===== src/shared/halt_cmd_pkg.sv =====
`default_nettype none
package halt_cmd_pkg;
  // Register byte addresses, one aligned 32-bit word each
  localparam logic [7:0] ADDR_CTRL = 8'h00;
  localparam logic [7:0] ADDR_TARGET = 8'h04;
  localparam logic [7:0] ADDR_ACTUAL = 8'h08;
  localparam logic [7:0] ADDR_STATUS = 8'h0c;
  localparam int ADDR_W = 8;
  localparam int POS_W = 16;

  // Control word layout
  localparam int CTRL_NODE_LSB = 0;
  localparam int NODE_W = 7;
  localparam int CTRL_ENABLE_BIT = 8;
  localparam logic [6:0] NODE_ADDR_RESET = 7'h00;
  localparam logic CTRL_ENABLE_RESET = 1'b1;
  localparam logic [15:0] TARGET_RESET = 16'h0000;

  // Status word layout
  localparam int STAT_STATE_LSB = 0;
  localparam int STAT_SRC_THERMAL_BIT = 4;
  localparam int STAT_IGNORED_BIT = 8;
  localparam int STAT_THERMAL_LEVEL_BIT = 9;
  localparam int STAT_MOVING_BIT = 10;

  // Halt frame layout
  localparam logic [3:0] HALT_FRAME_BYTES = 4'h2;
  localparam int CMD_MARK_BIT = 7;
  localparam logic [6:0] HALT_CMD_CODE = 7'h0f;
  localparam int BROADCAST_BIT = 7;
  localparam logic BROADCAST_ALL = 1'b0;

  typedef enum logic [1:0] {ST_IDLE, ST_DECEL, ST_STOP, ST_LOAD} halt_state_e;
endpackage : halt_cmd_pkg
`default_nettype wire


===== src/logic/rise_detect.sv =====
`timescale 1ns/10ps
`default_nettype none
module rise_detect (
  input wire logic pclk,
  input wire logic presetn,
  input wire logic level,
  output logic pulse
);
  logic level_reg;

  always_ff @(posedge pclk or negedge presetn) begin
    if (!presetn) begin
      level_reg <= 1'b0;
    end else begin
      level_reg <= level;
    end
  end

  assign pulse = level & ~level_reg;
endmodule : rise_detect
`default_nettype wire


===== src/logic/halt_frame_decode.sv =====
`timescale 1ns/10ps
`default_nettype none
module halt_frame_decode (
  input wire logic frame_valid,
  input wire logic [3:0] frame_byte_count,
  input wire logic [7:0] frame_data1,
  input wire logic [7:0] frame_data2,
  input wire logic [halt_cmd_pkg::NODE_W-1:0] node_address,
  output logic frame_hit
);
  import halt_cmd_pkg::*;

  // Identifier is deliberately not an input: only the data decides
  wire logic is_type1 = frame_byte_count == HALT_FRAME_BYTES;
  wire logic is_cmd = frame_data1[CMD_MARK_BIT] && (frame_data1[NODE_W-1:0] == HALT_CMD_CODE);
  wire logic to_all = frame_data2[BROADCAST_BIT] == BROADCAST_ALL;
  wire logic to_me = frame_data2[NODE_W-1:0] == node_address;

  assign frame_hit = frame_valid && is_type1 && is_cmd && (to_all || to_me);
endmodule : halt_frame_decode
`default_nettype wire


===== src/logic/lin_soft_stop_command.sv =====
`timescale 1ns/10ps
`default_nettype none
module lin_soft_stop_command (
  input wire logic pclk,
  input wire logic presetn,
  input wire logic psel,
  input wire logic penable,
  input wire logic pwrite,
  input wire logic [halt_cmd_pkg::ADDR_W-1:0] paddr,
  input wire logic [31:0] pwdata,
  output logic [31:0] prdata,
  output logic pready,
  output logic pslverr,
  input wire logic frame_valid,
  input wire logic [3:0] frame_byte_count,
  input wire logic [7:0] frame_data1,
  input wire logic [7:0] frame_data2,
  input wire logic thermal_shutdown,
  input wire logic two_stage_reference_move,
  input wire logic motion_busy,
  input wire logic at_min_velocity,
  input wire logic [halt_cmd_pkg::POS_W-1:0] actual_position,
  output logic decel_to_min,
  output logic stop_motor,
  output logic halt_done,
  output logic [halt_cmd_pkg::POS_W-1:0] target_position
);
  import halt_cmd_pkg::*;

  halt_state_e state_reg, state_next;
  logic [NODE_W-1:0] node_reg;
  logic enable_reg;
  logic [POS_W-1:0] target_reg;
  logic ignored_reg;
  logic src_thermal_reg;
  logic decel_reg, stop_reg, done_reg;
  logic [31:0] prdata_reg;
  logic pready_reg, pslverr_reg;
  logic frame_hit, thermal_rise;

  halt_frame_decode u_decode (
    .frame_valid(frame_valid),
    .frame_byte_count(frame_byte_count),
    .frame_data1(frame_data1),
    .frame_data2(frame_data2),
    .node_address(node_reg),
    .frame_hit(frame_hit)
  );

  // Level stays high for the whole overheat; one halt per rise
  rise_detect u_thermal (
    .pclk(pclk),
    .presetn(presetn),
    .level(thermal_shutdown),
    .pulse(thermal_rise)
  );

  // Request decode
  wire logic request_now = frame_hit || thermal_rise;
  wire logic idle = state_reg == ST_IDLE;
  wire logic accept = request_now && idle && enable_reg && motion_busy && !two_stage_reference_move;
  wire logic refuse = request_now && two_stage_reference_move;

  // Halt sequencer
  always_comb begin
    state_next = state_reg;
    case (state_reg)
      ST_IDLE: begin
        if (accept) begin
          state_next = ST_DECEL;
        end
      end
      ST_DECEL: begin
        if (at_min_velocity || !motion_busy) begin
          state_next = ST_STOP;
        end
      end
      ST_STOP: begin
        if (!motion_busy) begin
          state_next = ST_LOAD;
        end
      end
      ST_LOAD: state_next = ST_IDLE;
      default: state_next = ST_IDLE;
    endcase
  end

  // APB decode
  wire logic apb_access = psel && penable;
  wire logic apb_done = apb_access && pready_reg;
  wire logic hit_ctrl = paddr == ADDR_CTRL;
  wire logic hit_target = paddr == ADDR_TARGET;
  wire logic hit_actual = paddr == ADDR_ACTUAL;
  wire logic hit_status = paddr == ADDR_STATUS;
  wire logic mapped = hit_ctrl || hit_target || hit_actual || hit_status;
  wire logic wr_ctrl = apb_done && pwrite && hit_ctrl;
  wire logic wr_target = apb_done && pwrite && hit_target;
  wire logic wr_status = apb_done && pwrite && hit_status;
  wire logic clr_ignored = wr_status && pwdata[STAT_IGNORED_BIT];

  wire logic [31:0] ctrl_word = {23'h000000, enable_reg, 1'b0, node_reg};
  wire logic [31:0] status_word = {21'h000000, motion_busy, thermal_shutdown, ignored_reg,
                                   3'h0, src_thermal_reg, 2'h0, state_reg};
  wire logic [31:0] read_word = hit_ctrl ? ctrl_word :
                                hit_target ? {16'h0000, target_reg} :
                                hit_actual ? {16'h0000, actual_position} :
                                hit_status ? status_word : 32'h00000000;

  // One wait state: pready rises on the second access cycle
  wire logic pready_next = apb_access && !pready_reg;
  wire logic [31:0] prdata_next = pready_next && !pwrite ? read_word : 32'h00000000;
  wire logic pslverr_next = pready_next && !mapped;

  // Hardware load beats a software write landing in the same cycle
  wire logic load_target = state_reg == ST_LOAD;
  wire logic [POS_W-1:0] target_next = load_target ? actual_position :
                                       wr_target ? pwdata[POS_W-1:0] : target_reg;
  wire logic ignored_next = refuse || (ignored_reg && !clr_ignored);
  wire logic src_thermal_next = accept ? thermal_rise : src_thermal_reg;
  wire logic decel_next = state_next == ST_DECEL;
  wire logic stop_next = state_next == ST_STOP;
  wire logic done_next = load_target;

  always_ff @(posedge pclk or negedge presetn) begin
    if (!presetn) begin
      state_reg <= ST_IDLE;
      decel_reg <= 1'b0;
      stop_reg <= 1'b0;
      done_reg <= 1'b0;
    end else begin
      state_reg <= state_next;
      decel_reg <= decel_next;
      stop_reg <= stop_next;
      done_reg <= done_next;
    end
  end

  always_ff @(posedge pclk or negedge presetn) begin
    if (!presetn) begin
      target_reg <= TARGET_RESET;
      ignored_reg <= 1'b0;
      src_thermal_reg <= 1'b0;
    end else begin
      target_reg <= target_next;
      ignored_reg <= ignored_next;
      src_thermal_reg <= src_thermal_next;
    end
  end

  always_ff @(posedge pclk or negedge presetn) begin
    if (!presetn) begin
      node_reg <= NODE_ADDR_RESET;
      enable_reg <= CTRL_ENABLE_RESET;
    end else if (wr_ctrl) begin
      node_reg <= pwdata[CTRL_NODE_LSB +: NODE_W];
      enable_reg <= pwdata[CTRL_ENABLE_BIT];
    end
  end

  always_ff @(posedge pclk or negedge presetn) begin
    if (!presetn) begin
      pready_reg <= 1'b0;
      prdata_reg <= 32'h00000000;
      pslverr_reg <= 1'b0;
    end else begin
      pready_reg <= pready_next;
      prdata_reg <= prdata_next;
      pslverr_reg <= pslverr_next;
    end
  end

  assign prdata = prdata_reg;
  assign pready = pready_reg;
  assign pslverr = pslverr_reg;
  assign decel_to_min = decel_reg;
  assign stop_motor = stop_reg;
  assign halt_done = done_reg;
  assign target_position = target_reg;

  // Checks
  decel_on_accept_a: assert property (
    @(posedge pclk) disable iff (!presetn)
    accept |=> decel_to_min && !stop_motor && state_reg == ST_DECEL)
    else $error("accepted halt did not start deceleration");

  stop_after_min_a: assert property (
    @(posedge pclk) disable iff (!presetn)
    (state_reg == ST_DECEL && at_min_velocity && motion_busy) |=> stop_motor ##1 (stop_motor || !decel_to_min))
    else $error("no stop after reaching minimum velocity");

  target_holds_stop_a: assert property (
    @(posedge pclk) disable iff (!presetn)
    (state_reg == ST_STOP && !motion_busy) |=> ##1 (target_position == $past(actual_position) && halt_done))
    else $error("target not loaded with actual position after stop");

  data_only_decode_a: assert property (
    @(posedge pclk) disable iff (!presetn)
    (frame_valid && frame_byte_count == HALT_FRAME_BYTES && frame_data1 == {1'b1, HALT_CMD_CODE}
     && !frame_data2[BROADCAST_BIT]) |-> request_now)
    else $error("halt frame data not recognised");

  two_stage_ignore_a: assert property (
    @(posedge pclk) disable iff (!presetn)
    (idle && two_stage_reference_move) |=> (state_reg == ST_IDLE && !decel_to_min))
    else $error("halt taken during two-stage move");

  thermal_halt_a: assert property (
    @(posedge pclk) disable iff (!presetn)
    ($rose(thermal_shutdown) && idle && enable_reg && motion_busy && !two_stage_reference_move)
    |=> state_reg == ST_DECEL)
    else $error("thermal rise did not raise halt");

  frame_format_a: assert property (
    @(posedge pclk) disable iff (!presetn)
    frame_hit |-> (frame_byte_count == HALT_FRAME_BYTES && frame_data1[CMD_MARK_BIT]
                   && frame_data1[NODE_W-1:0] == HALT_CMD_CODE))
    else $error("frame accepted with wrong format");

  broadcast_all_a: assert property (
    @(posedge pclk) disable iff (!presetn)
    (frame_valid && frame_byte_count == HALT_FRAME_BYTES && frame_data1 == {1'b1, HALT_CMD_CODE}
     && frame_data2[BROADCAST_BIT] == BROADCAST_ALL && frame_data2[NODE_W-1:0] != node_reg) |-> frame_hit)
    else $error("broadcast halt refused by address");

  address_filter_a: assert property (
    @(posedge pclk) disable iff (!presetn)
    (frame_valid && frame_data2[BROADCAST_BIT] && frame_data2[NODE_W-1:0] != node_reg) |-> !frame_hit)
    else $error("addressed halt taken by wrong node");

  apb_one_wait_a: assert property (
    @(posedge pclk) disable iff (!presetn)
    ($rose(psel && penable)) |-> !pready ##1 pready)
    else $error("APB answer not after one wait state");

  // Bus answer shape
  pready_pulse_a: assert property (
    @(posedge pclk) disable iff (!presetn)
    pready |=> !pready)
    else $error("APB ready held for more than one cycle");

  read_idle_zero_a: assert property (
    @(posedge pclk) disable iff (!presetn)
    !pready |-> prdata == 32'h00000000)
    else $error("read data not zero outside the answer cycle");

  bus_error_flag_a: assert property (
    @(posedge pclk) disable iff (!presetn)
    (apb_access && !pready) |=> (pready && pslverr == !$past(mapped)))
    else $error("APB error flag does not match address decode");

  // Sequencer holding and refusal
  decel_holds_a: assert property (
    @(posedge pclk) disable iff (!presetn)
    (state_reg == ST_DECEL && !at_min_velocity && motion_busy) |=> (decel_to_min && state_reg == ST_DECEL))
    else $error("deceleration left before minimum velocity");

  stop_holds_a: assert property (
    @(posedge pclk) disable iff (!presetn)
    (state_reg == ST_STOP && motion_busy) |=> (stop_motor && !decel_to_min))
    else $error("stop released while motor still moving");

  rest_ignore_a: assert property (
    @(posedge pclk) disable iff (!presetn)
    (idle && !motion_busy) |=> state_reg == ST_IDLE)
    else $error("halt started with motor at rest");

  disabled_ignore_a: assert property (
    @(posedge pclk) disable iff (!presetn)
    (idle && !enable_reg) |=> state_reg == ST_IDLE)
    else $error("halt started while halt enable is off");

  done_pulse_a: assert property (
    @(posedge pclk) disable iff (!presetn)
    halt_done |=> !halt_done)
    else $error("halt done longer than one cycle");

  target_stable_a: assert property (
    @(posedge pclk) disable iff (!presetn)
    (!load_target && !wr_target) |=> $stable(target_position))
    else $error("target changed without load or write");

  ignored_set_a: assert property (
    @(posedge pclk) disable iff (!presetn)
    refuse |=> ignored_reg)
    else $error("refused halt not flagged");

  ignored_clear_a: assert property (
    @(posedge pclk) disable iff (!presetn)
    (clr_ignored && !refuse) |=> !ignored_reg)
    else $error("ignored flag not cleared by write");

  thermal_once_a: assert property (
    @(posedge pclk) disable iff (!presetn)
    (idle && thermal_shutdown && $past(thermal_shutdown) && !frame_hit) |=> state_reg == ST_IDLE)
    else $error("steady overheat raised a second halt");
endmodule : lin_soft_stop_command
`default_nettype wire


===== config.mk =====
export PLATFORM = sky130hd
export DESIGN_NAME = lin_soft_stop_command
export DESIGN_NICKNAME = d
export VERILOG_FILES = /design/src/shared/halt_cmd_pkg.sv /design/src/logic/rise_detect.sv /design/src/logic/halt_frame_decode.sv /design/src/logic/lin_soft_stop_command.sv
export SDC_FILE = /design/constraint.sdc
export NUM_CORES = 1
export LEC_CHECK = 0
export ABC_CLOCK_PERIOD_IN_PS = 4280
export CORE_AREA = 2 2 88 90
export CTS_CLUSTER_SIZE = 16
export DETAILED_ROUTE_END_ITERATION = 8
export DIE_AREA = 0 0 90 92
export DONT_BUFFER_PORTS = 1
export PLACE_DENSITY = 0.51
export SKIP_LAST_GASP = 1
export SLEW_MARGIN = 20
export SYNTH_ARGS = -nofsm -noshare
export SYNTH_HDL_FRONTEND = slang
export SYNTH_SLANG_ARGS = --single-unit

===== constraint.sdc =====
create_clock -name pclk -period 4.28 [get_ports pclk]
set_input_delay 1.284 -clock pclk [delete_from_list [all_inputs] [get_ports pclk]]
set_output_delay 1.284 -clock pclk [all_outputs]
set_load 0.02 [all_outputs]

; ---- Yosys cells after proc, flatten, opt, wreduce, memory -nomap -nowiden
; Cells that the tools add are included.
[word_totals]
register_bits = 50
latchBits = 0
ramBits = 0
mem_bits_ro = 0
in_bits = 86
out_inout_bits = 53
mem_count = 0
[classes]
n_addsub = 0
n_mul = 0
n_div = 0
magnitude_cmp = 0
eq_ne = 11
shifts = 0
mux = 11
bitwise_logic = 3
reduce_logical = 36
[ops]
columns = cell, count
row1 = 16-bit 2-to-1 mux, 6
row2 = 1-bit logical AND, 20
row3 = "8-bit by 4-bit == test with 1-bit output, second input constant", 2
row4 = 11-bit 2-to-1 mux, 1
row5 = "8-bit by 3-bit == test with 1-bit output, second input constant", 1
row6 = 8-bit logical NOT, 1
row7 = 2-bit one-hot mux with 4 select lines, 1
row8 = "7-bit by 4-bit == test with 1-bit output, second input constant", 1
row9 = 7-bit == test, 1
row10 = 1-bit logical OR, 7
row11 = "2-bit == test, second input constant", 3
row12 = 1-bit logical NOT, 6
row13 = 2-bit 2-to-1 mux, 3
row14 = "2-bit by 1-bit == test with 1-bit output, second input constant", 2
row15 = "4-bit by 2-bit == test with 1-bit output, second input constant", 1
row16 = 2-bit logical NOT, 1
row17 = 1-bit NOT, 2
row18 = 2-bit nonzero test, 1
row19 = 1-bit bitwise AND, 1

; ---- Longest topological paths before layout
; Gate-level depths: netlist (run 1).
[depth]
depth_word = 12
mapped_depth = 6

; ---- Cells and area by module
; Synthesis (run 1) repeated with hierarchy kept, for this count alone.
[hier_totals]
hier_cells = 208
hier_area_um2 = 2573.7
[modules_own_cells]
columns = mod, n_inst, cells_per_inst, area_each_um2, seq_area_each_um2
row1 = lin_soft_stop_command, 1, 191, 2421.1, 1227.4
row2 = halt_frame_decode, 1, 15, 113.9, 0.0
row3 = rise_detect, 1, 2, 38.8, 25.0

; ---- Least setup slack after synthesis (run 1)
; Ideal clock, no wire load.
[synth_timing]
path_kind = in2reg
startpoint = input paddr[5] (netlist bit)
endpoint = register target_reg[0], in the netlist target_position[0]
setup_time_ns = 0.123
t_arrival_ns = 2.546
required_time_ns = 4.157
setup_slack_ns = 1.611
path_stages = 6
n_path_buf = 2
path_cell_list = nor4_4 > nand3_1 > or3_1 > buf_2 > buf_6 > o221a_1
[synth_between]
elab_chain_len = 3
[synth_lines]
columns = item, line_no
row1 = from (decl), lin_soft_stop_command.sv:9  ; input wire logic [halt_cmd_pkg::ADDR_W-1:0] paddr,
row2 = 8-bit by 3-bit == test with 1-bit output, lin_soft_stop_command.sv:92  ; wire logic hit_target = paddr == ADDR_TARGET;
row3 = 1-bit logical AND, lin_soft_stop_command.sv:97  ; wire logic wr_target = apb_done && pwrite && hit_target;
row4 = 2-bit nonzero test (no source line), -
row5 = to (signal assigned), lin_soft_stop_command.sv:144  ; target_reg <= target_next;
row6 = to (decl), lin_soft_stop_command.sv:33  ; logic [POS_W-1:0] target_reg;
; Every way passes these cells.
; A chain may end at the register's enable or synchronous reset.

; ---- Final worst setup path (run 1)
[layout_timing]
startpoint = input paddr[5] (netlist bit)
endpoint = register prdata_reg[2], in the netlist prdata[2]
[layout_between]
elab_chain_len = 5
word_cells_on_any_way = 7
[layout_lines]
columns = item, line_no
row1 = 8-bit by 4-bit == test with 1-bit output, lin_soft_stop_command.sv:93  ; wire logic hit_actual = paddr == ADDR_ACTUAL;
row2 = 16-bit 2-to-1 mux, lin_soft_stop_command.sv:106  ; hit_actual ? {16'h0000, actual_position} :
row3 = 16-bit 2-to-1 mux, lin_soft_stop_command.sv:105  ; hit_target ? {16'h0000, target_reg} :
row4 = 16-bit 2-to-1 mux (*), lin_soft_stop_command.sv:104  ; wire logic [31:0] read_word = hit_ctrl ? ctrl_word :
row5 = 16-bit 2-to-1 mux (*), lin_soft_stop_command.sv:111  ; wire logic [31:0] prdata_next = pready_next && !pwrite ? read_word : 32'h00000000;
row6 = net prdata_next[2], lin_soft_stop_command.sv:111
row7 = to (signal assigned), lin_soft_stop_command.sv:167  ; prdata_reg <= prdata_next;
row8 = to (decl), lin_soft_stop_command.sv:37  ; logic [31:0] prdata_reg;
; Mark *: on every way through the listed nets, which the timed path passes. The rest lies on a longest branch.

==> summary.md, run 1 <==
| Metric | Value |
|---|---|
| Status | `completed` |
| Via density | `5.202` |
| Clk_lat worst skew | `0.30 ns` |
| Pre-Repair DR Iteration Count | `4` |
| Crit. End Element | `flip-flop` |
| Critical path class | `in -> reg` |
| FFs w/ async S/R, synth | `100.0%` |
| CTS Buf Count | `5` |
| Final setup viols | `0` |
| DRT iter0 DRCs | `73` |
| Synthesized area per cell | `11.27 sq um` |
| Root buffer cell | `clkbuf_8` |
| Core area | `0.007447 sq mm` |
| First-pass GRT wire length | `9998 microns` |
| Rows | `32` |
| Most common cell after layout, fill and taps aside | `dfrtp_1` |
| Worst-margin pin slew | `0.7753 ns` |
| Worst Setup Start Kind | `input port` |
| Clk network pwr share | `26.3%` |
| Pwr Total | `1.294 mW` |
| GRT Total Usage | `15.69%` |
| Final net count | `305` |
| Most used DFF post-synth | `dfrtp_1` |
| Initial Util | `33.45%` |
| GRT overflow | `0` |
| CTS tree | `done` |
| P_int | `0.8745 mW` |
| Share of cells above drive strength 1 | `20.55%` |
| Gate Count Post-Synth | `221` |
| Mean routed wirelength per cell | `19.83 microns` |
| Hold Slack | `0.5388 ns` |
| Clk sink count | `50` |
| Number of remaining DRC errors | `0` |
| Die ar. | `0.008280 sq mm` |
| Leak pwr | `1.137 nW` |
| Number of gates resized after CTS | `0` |
| Sequential cell area | `0.001252 sq mm` |
| RSZ-0062 raised after global routing | `no` |
| Max-cap violations | `0` |
| CTS max path bufs | `2` |
| CTS Hold Bufs | `0` |
| Setup slack, reg-to-reg | `2.00 ns` |
| Register area share after synthesis | `50.28%` |
| Final Skew | `0.005323 ns` |
| Post-synth cell types | `42` |
| Maximum vdd drop | `0.1550 mV` |
| Slew headroom | `48.17%` |
| Final Util | `35.32%` |
| Fin. max-slew vios | `0` |
| Port bufs | `0` |
| Net Sw Frac | `32.43%` |
| Worst EP required | `4.43 ns` |
| Flop pwr share | `57.8%` |
| Comb pwr share | `16.0%` |
| Initial antenna violation count | `0` |
| Post-CTS setup buffer count | `0` |
| Placed cell count | `314` |
| Area Growth Syn to Fin | `5.575%` |
| TNS Setup | `0 ns` |
| DIE WIDTH | `90 microns` |
| Synth warn | `0` |
| Multi-input gate area | `0.001111 sq mm` |
| Final HPWL DP | `4553 microns` |
| Fillers | `761` |
| Overall routed net length | `6367 microns` |
| ANT cells | `0` |
| Post-synth EDFFs | `0` |
| Clock slew at reported path FFs | `0.09 ns` |
| Sw power | `0.4198 mW` |
| Final RePlAce weighted congestion | `0.7105` |
| Worst path arrival time | `2.93 ns` |
| H-tree levels | `2` |
| Synth Cell Area | `0.002491 sq mm` |
| Most frequent cells in the layout | `dfrtp_1 (49), nor2_1 (21), or2_2 (16), conb_1 (16)` |
| Cell Count, Final, Fillers Out | `321` |
| FF+latch count, synth | `50` |
| Minimum clock period after layout | `2.785 ns` |
| Crit share post-route | `65.06%` |
| IO Pins | `139` |
| Vias | `1670` |
| Die Height | `92 microns` |
| Tightest Hold Check Type | `reg -> reg` |
| Final Hold Fails | `0` |
| Max Fanout on Critical Path | `16` |
| Largest net degree at the start of global routing | `51` |
| Vias in the first global route | `1736` |
| Max frequency | `359.1 MHz` |
| Pwr per Cell Area | `492.1 mW/mm^2` |
| ANT nets after route | `0` |
==> final cells by class <==
cell class	count	share of cell area, %
Sequential cell	50	47.62
Inverter	5	0.7136
Clock buffer	6	3.140
Tap cell	102	4.853
Multi-Input combinational cell	156	42.25
Clock inverter	1	1.142
Timing Repair Buffer	1	0.2854
==> final timing paths <==
path,from,endpoint,depth (start not counted)
min,src_thermal_reg,src_thermal_reg,1
max,paddr[5],prdata[2],3
max in group asynchronous,presetn,enable_reg,0
max reg2reg,state_reg[1],target_position[13],4
min reg2reg,src_thermal_reg,src_thermal_reg,1
min in group asynchronous,presetn,target_position[15],0
==> synth_stat cells (all sizes together), types with 2 or more instances <==
master / n / area share (%)
dfrtp: 49 / 49
buf: 21 / 6.0
nor2: 21 / 3.2
o221a: 16 / 7.2
or2: 16 / 4.0
mux2: 10 / 4.5
nor2b: 9 / 2.3
a22oi: 8 / 2.4
nand2b: 7 / 1.8
xor2: 7 / 2.5
a2111oi: 6 / 2.1
nand3: 6 / 1.2
inv: 5 / 0.75
nand2: 5 / 0.75
clkbuf: 4 / 0.60
o21ai: 4 / 0.80
nor4: 3 / 1.4
a21oi: 2 / 0.40
and4: 2 / 0.70
mux2i: 2 / 0.80
mux4: 2 / 1.8
o22ai: 2 / 0.50
==> routing by layer <==
| metal | part of all wire, % | routed length (microns) | GRT usage [%] | vias to the layer above |
|---|---|---|---|---|
| met3 | 9.1 | 577 | 6.245 | 4 |
| met5 | 0 | 0 | 0 | - |
| met1 | 40 | 2520 | 18.10 | 822 |
| li1 | - | - | - | 763 |
| met2 | 50 | 3213 | 27.07 | 81 |
| met4 | 0.88 | 56 | 4.359 | 0 |
==> power groups by stage <==
stage / clock [mW] / sequential, mW / combinational (mW)
final: 0.340 / 0.748 / 0.207
after global routing: 0.374 / 0.760 / 0.228
after CTS: 0.350 / 0.750 / 0.209
after detailed placement: 0 / 0.761 / 0.208
after global placement: 0 / 0.757 / 0.204
after floorplan: 0 / 0.728 / 0.197
==> cell families (layout without fill, tap and decap cells) <==
| family | Yosys count | after routing | synth area share, % |
|---|---|---|---|
| AND/OR/NAND/NOR | 78 | 78 | 18.13 |
| flip-flops | 50 | 50 | 50.28 |
| AO/OA/AOI/OAI | 41 | 41 | 14.46 |
| buffers and inverters | 30 | 13 | 7.383 |
| multiplexers | 14 | 14 | 7.132 |
| XOR/XNOR | 7 | 7 | 2.461 |
| other | 1 | 16 | 0.1505 |
==> critical path, cell delays in order <==
cell	delay, ns
nor4_4	0.36
nand3_1	0.63
a2111oi_0	0.65
==> stage by stage <==
step           area (sq um)  worst slack (ns)
6_report               2630             1.495
5_1_grt                2630             1.269
4_1_cts                2630             1.408
3_5_place_dp           2517             1.093
3_3_place_gp           2517             1.252
2_1_floorplan          2547             1.611
No activity file was read; power rests on OpenSTA's default activity.
==> inputs of run 2 (changes only) <==
- ABC_CLOCK_PERIOD_IN_PS: 4280 -> 2600
- clock period: 4.28 -> 2.6 ns (I/O delays scaled with it)
==> run 2 against run 1 <==
Effect of this change:
- highest routed layer unchanged
- power is 59% higher
- sequential power is 64% higher
- final cell count is 2.5% higher
- critical path depth is 2 higher
- die area stayed put
- worst hold slack worse by 0.38 ns
- design area is 1.3% higher
- routed wire length is 1.1% lower
- clock skew is 0.0023 ns lower
==> summary.md, run 2 (synthesis gave the netlist of run 1 again) <==
| Metric | Value |
|---|---|
| Status | `completed` |
| Final setup viols | `0 (unchanged)` |
| Final Util | `35.79% (+0.47 points)` |
| Via density | `5.219 (+0.31%)` |
| Root buffer cell | `clkbuf_8` |
| CP endpoint | `target_position[13]` |
| Clk sink count | `50 (unchanged)` |
| Die Height | `92 microns (unchanged)` |
| Post-CTS setup buffer count | `0 (unchanged)` |
| Max frequency | `511.9 MHz` |
| Maximum vdd drop | `0.2250 mV (+45%)` |
| Clk_lat worst skew | `0.30 ns (about the same)` |
| Pwr per Cell Area | `773.7 mW/mm^2 (+57%)` |
| Port bufs | `0 (unchanged)` |
| Core area | `0.007447 sq mm (unchanged)` |
| Worst r2r src | `pready` |
| Leak pwr | `1.158 nW (+1.9%)` |
| First-pass GRT wire length | `9984 microns (-0.14%)` |
| Placed cell count | `321 (+2.2%)` |
| CTS tree | `done` |
| Setup slack, reg-to-reg | `0.81 ns (-1.19 ns)` |
| Final Hold Fails | `0 (unchanged)` |
| Crit. End Element | `flip-flop` |
| Fillers | `781 (+2.6%)` |
| GRT Total Usage | `15.55% (-0.14 points)` |
| Worst-margin pin slew | `0.6207 ns (-0.1546 ns)` |
| Final Skew | `0.002995 ns (-0.002328 ns)` |
| Largest net degree at the start of global routing | `51 (unchanged)` |
| Area Growth Syn to Fin | `6.982%` |
| Number of remaining DRC errors | `0 (unchanged)` |
| Worst EP required | `2.79 ns (-1.64 ns)` |
| Vias in the first global route | `1744 (+0.46%)` |
| DRT iter0 DRCs | `73 (unchanged)` |
| Crit share post-route | `75.14%` |
| Vias | `1717 (+2.8%)` |
| Overall routed net length | `6296 microns (-1.1%)` |
| Final HPWL DP | `4599 microns (+1.0%)` |
| Hold Slack | `0.1609 ns (-0.3778 ns)` |
| Final RePlAce weighted congestion | `0.7151 (+0.65%)` |
| Cell Count, Final, Fillers Out | `329 (+2.5%)` |
| TNS Setup | `0 ns (unchanged)` |
| Worst Setup Start Kind | `input port` |
| Final net count | `312 (+2.3%)` |
| Pre-Repair DR Iteration Count | `4 (unchanged)` |
| Critical path class | `in -> reg` |
| Tightest Hold Check Type | `in -> async` |
| CTS Hold Bufs | `0 (unchanged)` |
| Initial Util | `33.45% (unchanged)` |
| Most common cell after layout, fill and taps aside | `dfrtp_1` |
| DIE WIDTH | `90 microns (unchanged)` |
| Fin. max-slew vios | `0 (unchanged)` |
| Worst path arrival time | `2.15 ns (-0.78 ns)` |
| H-tree levels | `2 (unchanged)` |
| Clk network pwr share | `23.2% (-3.1 points)` |
| Max-cap violations | `0 (unchanged)` |
| Comb pwr share | `17.1% (+1.1 points)` |
| Number of gates resized after CTS | `0 (unchanged)` |
| Initial antenna violation count | `0 (unchanged)` |
| Pwr Total | `2.062 mW (+59%)` |
| Crit path from | `paddr[5]` |
| CTS max path bufs | `2 (unchanged)` |
| ANT nets after route | `0 (unchanged)` |
| Sw power | `0.7094 mW (+69%)` |
| Slew headroom | `58.53% (+10 points)` |
| P_int | `1.353 mW (+55%)` |
| Mean routed wirelength per cell | `19.14 microns (-3.5%)` |
| Flop pwr share | `59.8% (+2.0 points)` |
| Most frequent cells in the layout | `dfrtp_1 (49), nor2_1 (21), or2_2 (16), conb_1 (16)` |
| R2R depth | `5 (+1)` |
| Die ar. | `0.008280 sq mm (unchanged)` |
| Net Sw Frac | `34.40% (+2.0 points)` |
| IO Pins | `139 (unchanged)` |
| RSZ-0062 raised after global routing | `no` |
| Clock slew at reported path FFs | `0.09 ns (about the same)` |
| Share of cells above drive strength 1 | `23.35% (+2.8 points)` |
| R2R Path End | `target_position[13]` |
| Rows | `32 (unchanged)` |
| GRT overflow | `0 (unchanged)` |
| ANT cells | `0 (unchanged)` |
| Max Fanout on Critical Path | `8 (-8)` |
| Minimum clock period after layout | `1.954 ns` |
| CTS Buf Count | `5 (unchanged)` |
==> run 2: cell count changes in the layout (fill, tap and decap cells not counted), sizes merged <==
cell / before / now
buf: 1 / 8
bufinv: 1 / 0
clkinv: 0 / 1
clkinvlp: 0 / 1
==> run 2: per-layer routing <==
metal | vias to the layer above | routed length [microns] | part of all wire (%) | global-route usage [%]
li1 | 776 | - | - | -
met1 | 843 | 2504 | 40 | 18.70
met2 | 92 | 3133 | 50 | 26.57
met3 | 6 | 590 | 9.4 | 5.670
met4 | 0 | 68 | 1.1 | 3.846
met5 | - | 0 | 0 | 0
==> run 2: area by class of cell <==
| class | count | area, sq um | area share, % |
|---|---|---|---|
| Timing Repair Buffer | 8 | 60.06 | 2.254 |
| Clock inverter | 2 | 12.51 | 0.4695 |
| Inverter | 5 | 18.77 | 0.7042 |
| Multi-Input combinational cell | 156 | 1111 | 41.69 |
| Sequential cell | 50 | 1252 | 47.00 |
| Clock buffer | 6 | 82.58 | 3.099 |
| Tap cell | 102 | 127.6 | 4.789 |
==> run 2: critical path, stage by stage <==
cell	delay, ns
nor4_4	0.35
nand3_1	0.21
or3_1	0.37
buf_4	0.18
o221a_2	0.25
==> run 2: metrics by stage <==
stage,setup slack [ns],instance area [sq um]
global placement,0.3442,2570
finish,0.6463,2665
global route,0.5507,2665
floorplan,0.4347,2547
detailed placement,0.3218,2570
CTS,0.6506,2665
==> run 2: power groups by stage <==
stage	clock [mW]	combinational, mW	sequential [mW]
after floorplan	0	0.325	1.20
after global placement	0	0.342	1.25
after detailed placement	0	0.354	1.25
after CTS	0.495	0.354	1.24
after global routing	0.531	0.384	1.26
final	0.477	0.352	1.23
==> run 2: how the worst min path moves through the flow <==
stage                 start                  end  slack [ns]  cells after the start
global placement    presetn  target_position[15]        0.49                      0
floorplan           presetn         decel_to_min        0.48                      0
detailed placement  presetn           prdata[15]        0.49                      0
CTS                 presetn            prdata[3]        0.15                      0
finish              presetn           prdata[15]        0.16                      0
global route        presetn            prdata[3]        0.13                      0
==> inputs of run 3 (changes only) <==
- ABC_CLOCK_PERIOD_IN_PS: 2600 -> 1880
- clock period: 2.6 -> 1.88 ns (I/O delays scaled with it)
==> run 3 against run 2 <==
Effect of this change:
- global-route usage grew 0.42 points
- first-iteration DRC count rose by 19%
- clock power rose by 62%
- largest cell class unchanged
- highest routed layer unchanged
- sequential power is 38% higher
- count of clock-buffer cells in the layout down 1
- sequential share of layout area decreased by 1.3 points
- die area unchanged
- routed wire length up 3.1%
==> summary.md, run 3 (synthesis gave the netlist of run 1 again) <==
| Metric | Value |
|---|---|
| Largest net degree at the start of global routing | `50 (-2.0%)` |
| RSZ-0062 raised after global routing | `no` |
| DIE WIDTH | `90 microns (unchanged)` |
| Hold Slack | `0.08832 ns (-0.07261 ns)` |
| First-pass GRT wire length | `10030 microns (+0.48%)` |
| Met2 Resource Use GR | `26.13% (-0.44 points)` |
| Met3 GRT Util | `6.327% (+0.66 points)` |
| Rows | `32 (unchanged)` |
| Clk_lat worst skew | `0.30 ns (about the same)` |
| ANT nets after route | `0 (unchanged)` |
| Worst EP required | `2.03 ns (-0.76 ns)` |
| Final HPWL DP | `4678 microns (+1.7%)` |
| Max-cap violations | `0 (unchanged)` |
| Number of gates resized after CTS | `0 (unchanged)` |
| GRT Max-Usage Layer | `met2` |
| Worst r2r src | `pready` |
| Vias in the first global route | `1734 (-0.57%)` |
| Clock slew at reported path FFs | `0.10 ns (about the same)` |
| Critical path's slowest cell | `a2111oi_0` |
| Final instance area | `0.002744 sq mm (+3.0%)` |
| Minimum clock period after layout | `1.690 ns` |
| Worst path arrival time | `1.84 ns (-0.31 ns)` |
| Max Fanout on Critical Path | `7 (-1)` |
| Pre-Repair DR Iteration Count | `4 (unchanged)` |
| Die ar. | `0.008280 sq mm (unchanged)` |
| Final Hold Fails | `0 (unchanged)` |
| WP buf/inv | `0 (-1)` |
| Most common cell after layout, fill and taps aside | `dfrtp_1` |
| Placed inst area | `0.002608 sq mm (+1.5%)` |
| Core area | `0.007447 sq mm (unchanged)` |
| GRT overflow | `0 (unchanged)` |
| Area Growth Syn to Fin | `10.15%` |
| Setup slack, reg-to-reg | `0.19 ns (-0.62 ns)` |
| Pwr Total | `2.990 mW (+45%)` |
| CTS tree | `done` |
| Port bufs | `0 (unchanged)` |
| Crit share post-route | `89.92%` |
| Via density | `5.206 (-0.25%)` |
| Final setup viols | `0 (unchanged)` |
| Final net count | `318 (+1.9%)` |
| Final Skew | `0.005023 ns (+0.002028 ns)` |
| Max frequency | `591.6 MHz` |
| Worst path depth | `4 (-1)` |
| Share of cells above drive strength 1 | `25.32% (+2.0 points)` |
| Critical path class | `reg -> reg` |
| Clk sink count | `50 (unchanged)` |
| Slew headroom | `60.54% (+2.0 points)` |
| Mean routed wirelength per cell | `19.38 microns (+1.3%)` |
| CTS Hold Bufs | `1 (+1)` |
| R2R Path End | `prdata[8]` |
| Final Util | `36.84% (+1.1 points)` |
| Leak pwr | `1.207 nW (+4.2%)` |
| Worst Setup Start Kind | `flip-flop` |
| Final RePlAce weighted congestion | `0.7520 (+5.2%)` |
| DRT iter0 DRCs | `87 (+19%)` |
| Crit-path leading delay family | `simple AND/OR/NAND/NOR gates` |
| M1 GR Usage | `19.73% (+1.0 points)` |
| CTS Buf Count | `5 (unchanged)` |
| GRT Total Usage | `15.96% (+0.42 points)` |
| ANT cells | `0 (unchanged)` |
| CTS max path bufs | `2 (unchanged)` |
| Fin. max-slew vios | `0 (unchanged)` |
| Die Height | `92 microns (unchanged)` |
| Tightest Hold Check Type | `in -> async` |
| Status | `completed` |
| H-tree levels | `2 (unchanged)` |
| Delay of the slowest critical-path stage | `0.51 ns (+0.14 ns)` |
| Post-CTS setup buffer count | `0 (unchanged)` |
| IO Pins | `139 (unchanged)` |
| Number of remaining DRC errors | `0 (unchanged)` |
| Most frequent cells in the layout | `dfrtp_1 (49), nor2_1 (21), or2_2 (16), conb_1 (16), buf_4 (13)` |
| Worst-margin pin slew | `0.5908 ns (-0.02994 ns)` |
| Pwr per Cell Area | `1090 mW/mm^2 (+41%)` |
| Maximum vdd drop | `0.3168 mV (+41%)` |
| CP Cell Sequence | `nand3b_1 > nor2_1 > nand3_1 > a2111oi_0` |
| Crit. End Element | `flip-flop` |
| Overall routed net length | `6492 microns (+3.1%)` |
| Initial antenna violation count | `0 (unchanged)` |
| Initial Util | `33.45% (unchanged)` |
| Vias | `1744 (+1.6%)` |
| Root buffer cell | `clkbuf_8` |
| R2R depth | `4 (-1)` |
==> run 3: power by group <==
part	leakage (nW)	internal [mW]	switching, mW	total [mW]
Clock	0.0579	0.393	0.378	0.771
Sequential	0.634	1.27	0.432	1.70
Combinational	0.515	0.314	0.202	0.516
==> run 3: per-stage QoR <==
step,setup slack [ns],std cells,setup TNS (ns)
4_1_cts,0.1640,335,0
2_1_floorplan,-0.06576,236,-0.6576
6_report,0.1895,335,0
5_1_grt,0.008838,335,0
3_5_place_dp,-0.1233,326,-1.326
3_3_place_gp,-0.05403,326,-0.7379
==> run 3: area by class of cell <==
cell class,count,area [sq um]
repair buffers,14,125.1
multi-input cells,156,1111
fillers,768,4703
well taps,102,127.6
clock inverters,3,40.04
inverters,5,18.77
flip-flops and latches,50,1252
clock buffers,5,68.82
==> run 3: worst max path at each step <==
stage	start	slack, ns	to
CTS	pready	0.16	prdata[8]
global placement	paddr[6]	-0.05	target_position[6]
global route	pready	0.009	prdata[3]
floorplan	paddr[6]	-0.07	target_position[0]
finish	pready	0.19	prdata[8]
detailed placement	paddr[6]	-0.12	prdata[8]
==> run 3: metal layers <==
layer	part of all wire, %	vias to the layer above
met5	0	-
met4	0.99	0
met3	8.9	6
met2	49	83
met1	41	858
li1	-	797
